<file path="src/shared/fna_pkg.sv">
// package: constants and carriers for the fractional-n accumulator
package fna_pkg;
	// ****************************************
	// widths and values
	// ****************************************
	localparam int unsigned FNA_ACC_W       = 3;
	localparam int unsigned FNA_CNT_W       = 11;
	localparam int unsigned FNA_CODE_W      = 9;
	localparam logic [2:0]  FNA_MOD_FIVE    = 3'h5;
	localparam logic [3:0]  FNA_MOD_EIGHT   = 4'h8;
	localparam logic [8:0]  FNA_CODE_MAX    = 9'h100;
	localparam logic [2:0]  FNA_ACC_RESET   = 3'h0;
	localparam int unsigned FNA_WIN_CYCLES  = 2;

	// ****************************************
	// apb register map
	// ****************************************
	localparam logic [7:0]  FNA_ADDR_CTRL   = 8'h00;
	localparam logic [7:0]  FNA_ADDR_DIV    = 8'h04;
	localparam logic [7:0]  FNA_ADDR_PUMP   = 8'h08;
	localparam logic [7:0]  FNA_ADDR_STAT   = 8'h0c;
	localparam logic [7:0]  FNA_ADDR_TOTAL  = 8'h10;
	// ctrl fields
	localparam int unsigned FNA_CTRL_NUM_LSB = 0;
	localparam int unsigned FNA_CTRL_MODSEL  = 4;
	localparam int unsigned FNA_CTRL_ENABLE  = 5;
	// div fields
	localparam int unsigned FNA_DIV_FIRST_LSB  = 0;
	localparam int unsigned FNA_DIV_SECOND_LSB = 16;
	localparam int unsigned FNA_DIV_RATIO_LSB  = 24;
	localparam logic [7:0]  FNA_RATIO_RESET    = 8'h40;

	// ****************************************
	// carriers
	// ****************************************
	typedef struct packed {
		logic        psel;
		logic        penable;
		logic        pwrite;
		logic [7:0]  paddr;
		logic [31:0] pwdata;
	} fna_apb_req_t;

	typedef struct packed {
		logic        pready;
		logic        pslverr;
		logic [31:0] prdata;
	} fna_apb_rsp_t;

	typedef struct packed {
		logic        modulus_select;
		logic        enable;
		logic [2:0]  fraction_numerator;
		logic [10:0] first_divider_count;
		logic [7:0]  second_divider_count;
		logic [7:0]  prescaler_base_ratio;
		logic [8:0]  pump_level_code;
	} fna_cfg_t;
endpackage

</file>
<file path="src/hdl/fna_accum.sv">
// module: modulo-5/8 fraction accumulator stepped once per comparison cycle
`timescale 1ns/10ps
module fna_accum
(
	input  wire logic        pclk,
	input  wire logic        presetn,
	input  wire logic        step,
	input  wire logic        enable,
	input  wire logic        modulus_select,
	input  wire logic [2:0]  fraction_numerator,
	output logic      [2:0]  fraction_accumulator,
	output logic             overflow
);
	import fna_pkg::*;

	typedef struct packed {
		logic [2:0] acc;
		logic       ovf;
	} fna_acc_st_t;

	fna_acc_st_t st_q;
	fna_acc_st_t st_d;
	logic [3:0]  sum;
	logic [3:0]  fraction_modulus;

	always_comb
	begin
		st_d             = st_q;
		fraction_modulus = modulus_select ? FNA_MOD_EIGHT : {1'b0, FNA_MOD_FIVE};
		sum              = {1'b0, st_q.acc} + {1'b0, fraction_numerator};
		if (step)
		begin
			st_d.ovf = 1'b0;
			if (!enable)
				st_d.acc = FNA_ACC_RESET;
			else if (sum >= fraction_modulus)
			begin
				st_d.acc = 3'(sum - fraction_modulus);
				st_d.ovf = 1'b1;
			end
			else
				st_d.acc = sum[2:0];
		end
	end

	always_ff @(posedge pclk or negedge presetn)
	begin
		if (!presetn)
			st_q <= '0;
		else
			st_q <= st_d;
	end

	assign fraction_accumulator = st_q.acc;
	assign overflow             = st_q.ovf;
endmodule // fna_accum

</file>
<file path="src/hdl/fna_top.sv">
// module: fractional-n control with apb registers
`timescale 1ns/10ps
module fna_top
(
	input  wire logic                   pclk,
	input  wire logic                   presetn,
	input  wire fna_pkg::fna_apb_req_t  apb_req,
	output fna_pkg::fna_apb_rsp_t       apb_rsp,
	input  wire logic                   ref_tick,
	input  wire logic                   comp_edge,
	input  wire logic                   prescaler_cycle_end,
	output logic                        modulus_control,
	output logic                 [2:0]  comp_amplitude,
	output logic                        comp_gate,
	output logic                 [8:0]  pump_level_out,
	output logic                 [19:0] total_division
);
	import fna_pkg::*;

	typedef struct packed {
		fna_cfg_t     cfg;
		fna_apb_rsp_t rsp;
		logic         pending;
		logic         mc;
		logic [2:0]   amp;
		logic         gate;
		logic [1:0]   win_cnt;
		logic [8:0]   pump;
		logic [19:0]  total;
		logic [2:0]   ovf_seen;
	} fna_state_t;

	fna_state_t st_q;
	fna_state_t st_d;
	logic [2:0] acc;
	logic       ovf;
	logic       wr;
	logic       rd;
	logic [8:0] code_in;
	logic [19:0] tot_calc;

	fna_accum u_accum
	(
		.pclk                 (pclk),
		.presetn              (presetn),
		.step                 (comp_edge),
		.enable               (st_q.cfg.enable),
		.modulus_select       (st_q.cfg.modulus_select),
		.fraction_numerator   (st_q.cfg.fraction_numerator),
		.fraction_accumulator (acc),
		.overflow             (ovf)
	);

	always_comb
	begin
		st_d     = st_q;
		wr       = apb_req.psel && apb_req.penable && apb_req.pwrite;
		rd       = apb_req.psel && !apb_req.penable && !apb_req.pwrite;
		code_in  = apb_req.pwdata[8:0];
		tot_calc = (20'(st_q.cfg.first_divider_count) + 20'(st_q.cfg.second_divider_count))
			* 20'(st_q.cfg.prescaler_base_ratio) + 20'(st_q.cfg.second_divider_count);

		// ****************************************
		// apb slave: one wait state, then ready
		// ****************************************
		st_d.rsp.pready  = 1'b0;
		st_d.rsp.pslverr = 1'b0;
		if (apb_req.psel && !apb_req.penable)
		begin
			st_d.pending = 1'b1;
			st_d.rsp.prdata = '0;
			if (rd)
			begin
				case (apb_req.paddr)
					FNA_ADDR_CTRL: st_d.rsp.prdata = 32'({st_q.cfg.enable, st_q.cfg.modulus_select,
						1'b0, st_q.cfg.fraction_numerator});
					FNA_ADDR_DIV: st_d.rsp.prdata = {st_q.cfg.prescaler_base_ratio,
						st_q.cfg.second_divider_count, 5'h00, st_q.cfg.first_divider_count};
					FNA_ADDR_PUMP: st_d.rsp.prdata = 32'(st_q.cfg.pump_level_code);
					FNA_ADDR_STAT: st_d.rsp.prdata = 32'({st_q.ovf_seen, st_q.mc, acc});
					FNA_ADDR_TOTAL: st_d.rsp.prdata = 32'(st_q.total);
					default: st_d.rsp.prdata = '0;
				endcase
			end
		end
		else if (st_q.pending && apb_req.psel && apb_req.penable)
		begin
			st_d.pending     = 1'b0;
			st_d.rsp.pready  = 1'b1;
			st_d.rsp.pslverr = !(apb_req.paddr inside {FNA_ADDR_CTRL, FNA_ADDR_DIV, FNA_ADDR_PUMP,
				FNA_ADDR_STAT, FNA_ADDR_TOTAL});
			if (wr)
			begin
				case (apb_req.paddr)
					FNA_ADDR_CTRL:
					begin
						st_d.cfg.enable         = apb_req.pwdata[FNA_CTRL_ENABLE];
						st_d.cfg.modulus_select = apb_req.pwdata[FNA_CTRL_MODSEL];
					end
					FNA_ADDR_DIV:
					begin
						st_d.cfg.first_divider_count  = apb_req.pwdata[FNA_DIV_FIRST_LSB +: 11];
						st_d.cfg.second_divider_count = apb_req.pwdata[FNA_DIV_SECOND_LSB +: 8];
						st_d.cfg.prescaler_base_ratio = apb_req.pwdata[FNA_DIV_RATIO_LSB +: 8];
						st_d.cfg.fraction_numerator   = apb_req.pwdata[13:11];
					end
					FNA_ADDR_PUMP: st_d.cfg.pump_level_code = (code_in > FNA_CODE_MAX) ? FNA_CODE_MAX : code_in;
					default: ;
				endcase
			end
		end
		else if (!apb_req.psel)
			st_d.pending = 1'b0;

		// ****************************************
		// modulus control and compensation
		// ****************************************
		// one lengthened prescaler cycle
		if (ovf && comp_edge && st_q.cfg.enable)
			st_d.mc = 1'b1;
		else if (prescaler_cycle_end)
			st_d.mc = 1'b0;
		if (ovf && comp_edge)
			st_d.ovf_seen = st_q.ovf_seen + 3'h1;
		st_d.amp = st_q.cfg.enable ? acc : 3'h0;
		if (comp_edge)
		begin
			st_d.gate    = st_q.cfg.enable && (acc != 3'h0);
			st_d.win_cnt = 2'(FNA_WIN_CYCLES - 1);
		end
		else if (ref_tick && st_q.gate)
		begin
			if (st_q.win_cnt == 2'h0)
				st_d.gate = 1'b0;
			else
				st_d.win_cnt = st_q.win_cnt - 2'h1;
		end
		st_d.pump  = st_q.cfg.pump_level_code;
		st_d.total = tot_calc + 20'(st_q.mc);
	end

	always_ff @(posedge pclk or negedge presetn)
	begin
		if (!presetn)
		begin
			st_q <= '0;
			st_q.cfg.prescaler_base_ratio <= FNA_RATIO_RESET;
		end
		else
			st_q <= st_d;
	end

	assign apb_rsp         = st_q.rsp;
	assign modulus_control = st_q.mc;
	assign comp_amplitude  = st_q.amp;
	assign comp_gate       = st_q.gate;
	assign pump_level_out  = st_q.pump;
	assign total_division  = st_q.total;
endmodule // fna_top

</file>
<file path="config.mk">
export PLATFORM = sky130hd
export DESIGN_NAME = fna_top
export DESIGN_NICKNAME = d
export VERILOG_FILES = /design/src/shared/fna_pkg.sv /design/src/hdl/fna_accum.sv /design/src/hdl/fna_top.sv
export SDC_FILE = /design/constraint.sdc
export NUM_CORES = 1
export LEC_CHECK = 0
export BUFFER_PORTS_ARGS = -buffer_cell sky130_fd_sc_hd__clkbuf_2
export CORE_ASPECT_RATIO = 1.5
export CORE_MARGIN = 2
export CORE_UTILIZATION = 59
export CTS_BUF_LIST = sky130_fd_sc_hd__clkbuf_16
export DETAILED_ROUTE_END_ITERATION = 7
export GPL_ROUTABILITY_DRIVEN = 0
export PLACE_DENSITY_LB_ADDON = 0.08
export SYNTH_ARGS = -nofsm -noshare
export SYNTH_HDL_FRONTEND = slang
export SYNTH_SLANG_ARGS = --single-unit
</file>
<file path="constraint.sdc">
create_clock -name pclk -period 7.7 [get_ports pclk]
set_input_delay 1.54 -clock pclk [delete_from_list [all_inputs] [get_ports pclk]]
set_output_delay 1.54 -clock pclk [all_outputs]
set_load 0.01 [all_outputs]
</file>
==> impl_metrics.toml <==
[worst_setup_path]
rr_worst_depth = 22
crit_fanout = 8
timing.rr.end = "total_division[17]$_DFF_PN0_"
worstPathArrival_ps = 6850
worstReg2RegStart = "st_q[91]$_DFFE_PN0P_"
crit_path_start_kind = "flop"
reg2reg_slack_ps = 1150
worstPathRequired_ps = 8000
worstSetupPathType = "flop to flop"
end_kind = "flop"

[cts]
cts_tree = "done"
clock-sinks = 119
h-tree-depth = 4
cts_resized = 0
cts_made_buffers = 17
root_buffer = "clkbuf_16"
cts_buffer_depth = 2
ctsHoldBuffers = 0
post_cts_buffers = 0
clock_latency_ps = 420
clkTransAtPathRegs_ps = 50

[min_path]
hold_end = "pump_level_out[0]$_DFF_PN0_"
hp-start = "st_d[23]$_DFFE_PN0P_"
hold_path.class = "flop to flop"
whs_path_depth = 0

[synthesis]
yosysSeqAreaShare_pct = 33.0
synth.avg_cell_area_um2 = 10.1
syn_nets = 1072
synth_area_um2 = 9020
netlist_instances = 893
synth_warnings = 0
synthFlopType = "dfrtp_1"
async_flop_share_pct = 100
synth_edf_count = 0
synth-seq-cells = 119
ys_types = 55

[grt]
globalRoute.totalOverflow = 0
grt_usage_pct = 27.9
antenna_found_initial = 0
first_global_vias = 6901
grt_pass1_wl_um = 34600
grt_start_max_net_pins = 68

[cells_and_area]
final.fill_count = 1284
fin_nets = 1117
area_delta_synth_final_pct = 8.74
drive_above_1_share_pct = 20.3
multi_input_area_um2 = 4970
regArea_um2 = 2980
diodes = 0
fin_cells = 1150

[die]
boundaryPins = 116
row_count = 55
core_area_um2 = 15000
chipHeight_um = 155
start_util_pct = 60.1
die_area_um2 = 16300
die_w_um = 105

[power_and_ir_drop]
p_sw_share_pct = 22.5
peakVddDrop_v = 0.000104
cellLeakagePower_nw = 5.24
power_frac_comb_pct = 3.7
p_int_mw = 1.08
clock_power_share_pct = 50.8
p_switching_mw = 0.312
seqPwrFrac_pct = 45.5
powerDensity_nw_per_um2 = 142

[placed_design]
port_buffers = 113
dp_hpwl_um = 16800
dp_cells = 1118

[sta]
setup_violations = 0
relSlewSlack_pct = 43.5
finalMaxSlewViolations = 0
rsz0062_at_grt = "false"
fin_skew_ps = 8.75
final_hold_viol_count = 0
finalSetupTns_ps = 0
fin_crit_sh_pct = 85.1
period_minus_slack_ps = 6550
clock.fmax_mhz = 153
tightest_slew_ps = 842

[drt]
vias_per_cell = 5.54
routed_wirelength_um = 21300
ant_nets = 0
drc = 0
wl_per_cell_um = 18.5
firstDrtPassIters = 4
drtIter0Drc = 310
vias = 6375

[status]
outcome = "finished, final reports clean"

[job]
cap_violations = 0
-- cells in the mapped netlist (12+ instances only) --
cell type,n,area (um^2)
clkbuf_1,18,67.6
fa_1,71,1420
o21ai_0,35,175
nand2b_1,17,106
a21o_1,12,90.1
xnor2_1,19,166
o22ai_1,12,75.1
nor2_1,21,78.8
a22oi_1,13,97.6
ha_1,60,751
inv_1,126,473
dfrtp_1,118,2950
a22o_1,16,140
nand2_1,85,319
mux2_2,35,394
nor2b_1,17,106
a21oi_1,20,100
and2_1,50,313
buf_4,67,503
-- critical path, stage by stage (launching register included) --
cell	delay (ps)
dfrtp_1	430
ha_1	260
fa_1	410
a21oi_1	140
nor2b_1	70
o31a_1	280
nor2_1	130
xnor2_1	380
nand2_1	180
fa_1	520
inv_1	50
fa_1	480
fa_1	550
inv_1	60
fa_1	590
inv_1	60
ha_1	360
a21o_1	220
or3_4	340
o221a_4	270
a311oi_4	390
o21bai_2	120
xor2_1	140
-- placed cells by master (no fill, tap or decap), types with 3 or more instances in the layout --
cell type	synthesis	final
nor2_1	21	21
a21o_1	12	12
mux2_2	35	35
nand2_1	85	85
ha_1	60	60
inv_1	126	131
a22oi_1	13	13
xnor2_1	19	19
a21oi_1	20	20
nand2b_1	17	17
o21ai_0	35	35
dfrtp_1	118	118
nor3_1	3	3
nand4_1	5	5
clkinv_2	0	3
clkbuf_2	0	112
fa_1	71	71
o22ai_1	12	12
buf_4	67	7
nand3_1	5	5
o21a_1	6	6
mux2i_1	10	10
a22o_1	16	16
nor2b_1	17	17
and2_1	50	50
xor2_1	10	10
clkbuf_16	0	17
-- layer usage --
layer / part of all wire [%] / GRT usage [%] / vias to the layer above
met3: 3.9 / 4.32 / 73
met2: 56 / 53.2 / 207
li1: - / - / 2917
met1: 35 / 29.0 / 3178
met4: 5.1 / 15.0 / 0
met5: 0 / 0 / -
-- worst max-delay path by stage --
stage                              start  slack [ps]  depth (start not counted)                           end
floorplan           st_q[91]$_DFFE_PN0P_        1830                         22  total_division[17]$_DFF_PN0_
global placement    st_q[91]$_DFFE_PN0P_        1240                         22  total_division[17]$_DFF_PN0_
detailed placement  st_q[91]$_DFFE_PN0P_        1170                         22  total_division[17]$_DFF_PN0_
CTS                 st_q[91]$_DFFE_PN0P_        1130                         22  total_division[17]$_DFF_PN0_
global route        st_q[91]$_DFFE_PN0P_         880                         22  total_division[17]$_DFF_PN0_
finish              st_q[91]$_DFFE_PN0P_        1150                         22  total_division[17]$_DFF_PN0_
-- logic make-up after synthesis --
group | after synthesis | synth area share (%)
buf+inv | 219 | 12.0
simple gates | 219 | 12.7
compound gates | 131 | 9.96
fa+ha+maj | 131 | 24.1
flops | 119 | 33.0
mux | 45 | 5.48
xor+xnor | 29 | 2.82
-- sequential cells by signal, indices dropped and copies added, names as in the netlist --
signal	count
apb_rsp	34
comp_amplitude	3
comp_gate	1
modulus_control	1
pump_level_out	9
st_d	9
st_q	38
total_division	20
u_accum.fraction_accumulator	3
u_accum.overflow	1
-- final cells by class --
type	count	area share (%)
multi-input cells	555	50.6
repair buffers	119	6.25
clock inverters	15	1.06
inverters	126	4.82
flip-flops and latches	119	30.4
clock buffers	17	4.34
well taps	199	2.54
-- per-stage QoR --
| step | instance area, um^2 | setup WS (ps) | hold WS [ps] | power [mW] | util, % |
|---|---|---|---|---|---|
| global route | 9810 | 875 | 432 | 1.44 | 65.4 |
| finish | 9810 | 1150 | 407 | 1.39 | 65.4 |
| CTS | 9810 | 1130 | 409 | 1.40 | 65.4 |
| floorplan | 9020 | 1830 | 369 | 0.661 | - |
| detailed placement | 9280 | 1170 | 395 | 0.695 | 61.9 |
| global placement | 9280 | 1240 | 384 | 0.694 | 61.9 |
-- power by group through the flow --
stage	sequential [mW]	combinational (mW)	clock, mW
final	0.632	0.0519	0.706
after global routing	0.632	0.0578	0.746
after detailed placement	0.643	0.0525	0
after floorplan	0.641	0.0200	0
after CTS	0.632	0.0526	0.716
after global placement	0.643	0.0509	0
Power figures use the tool's default switching activity.
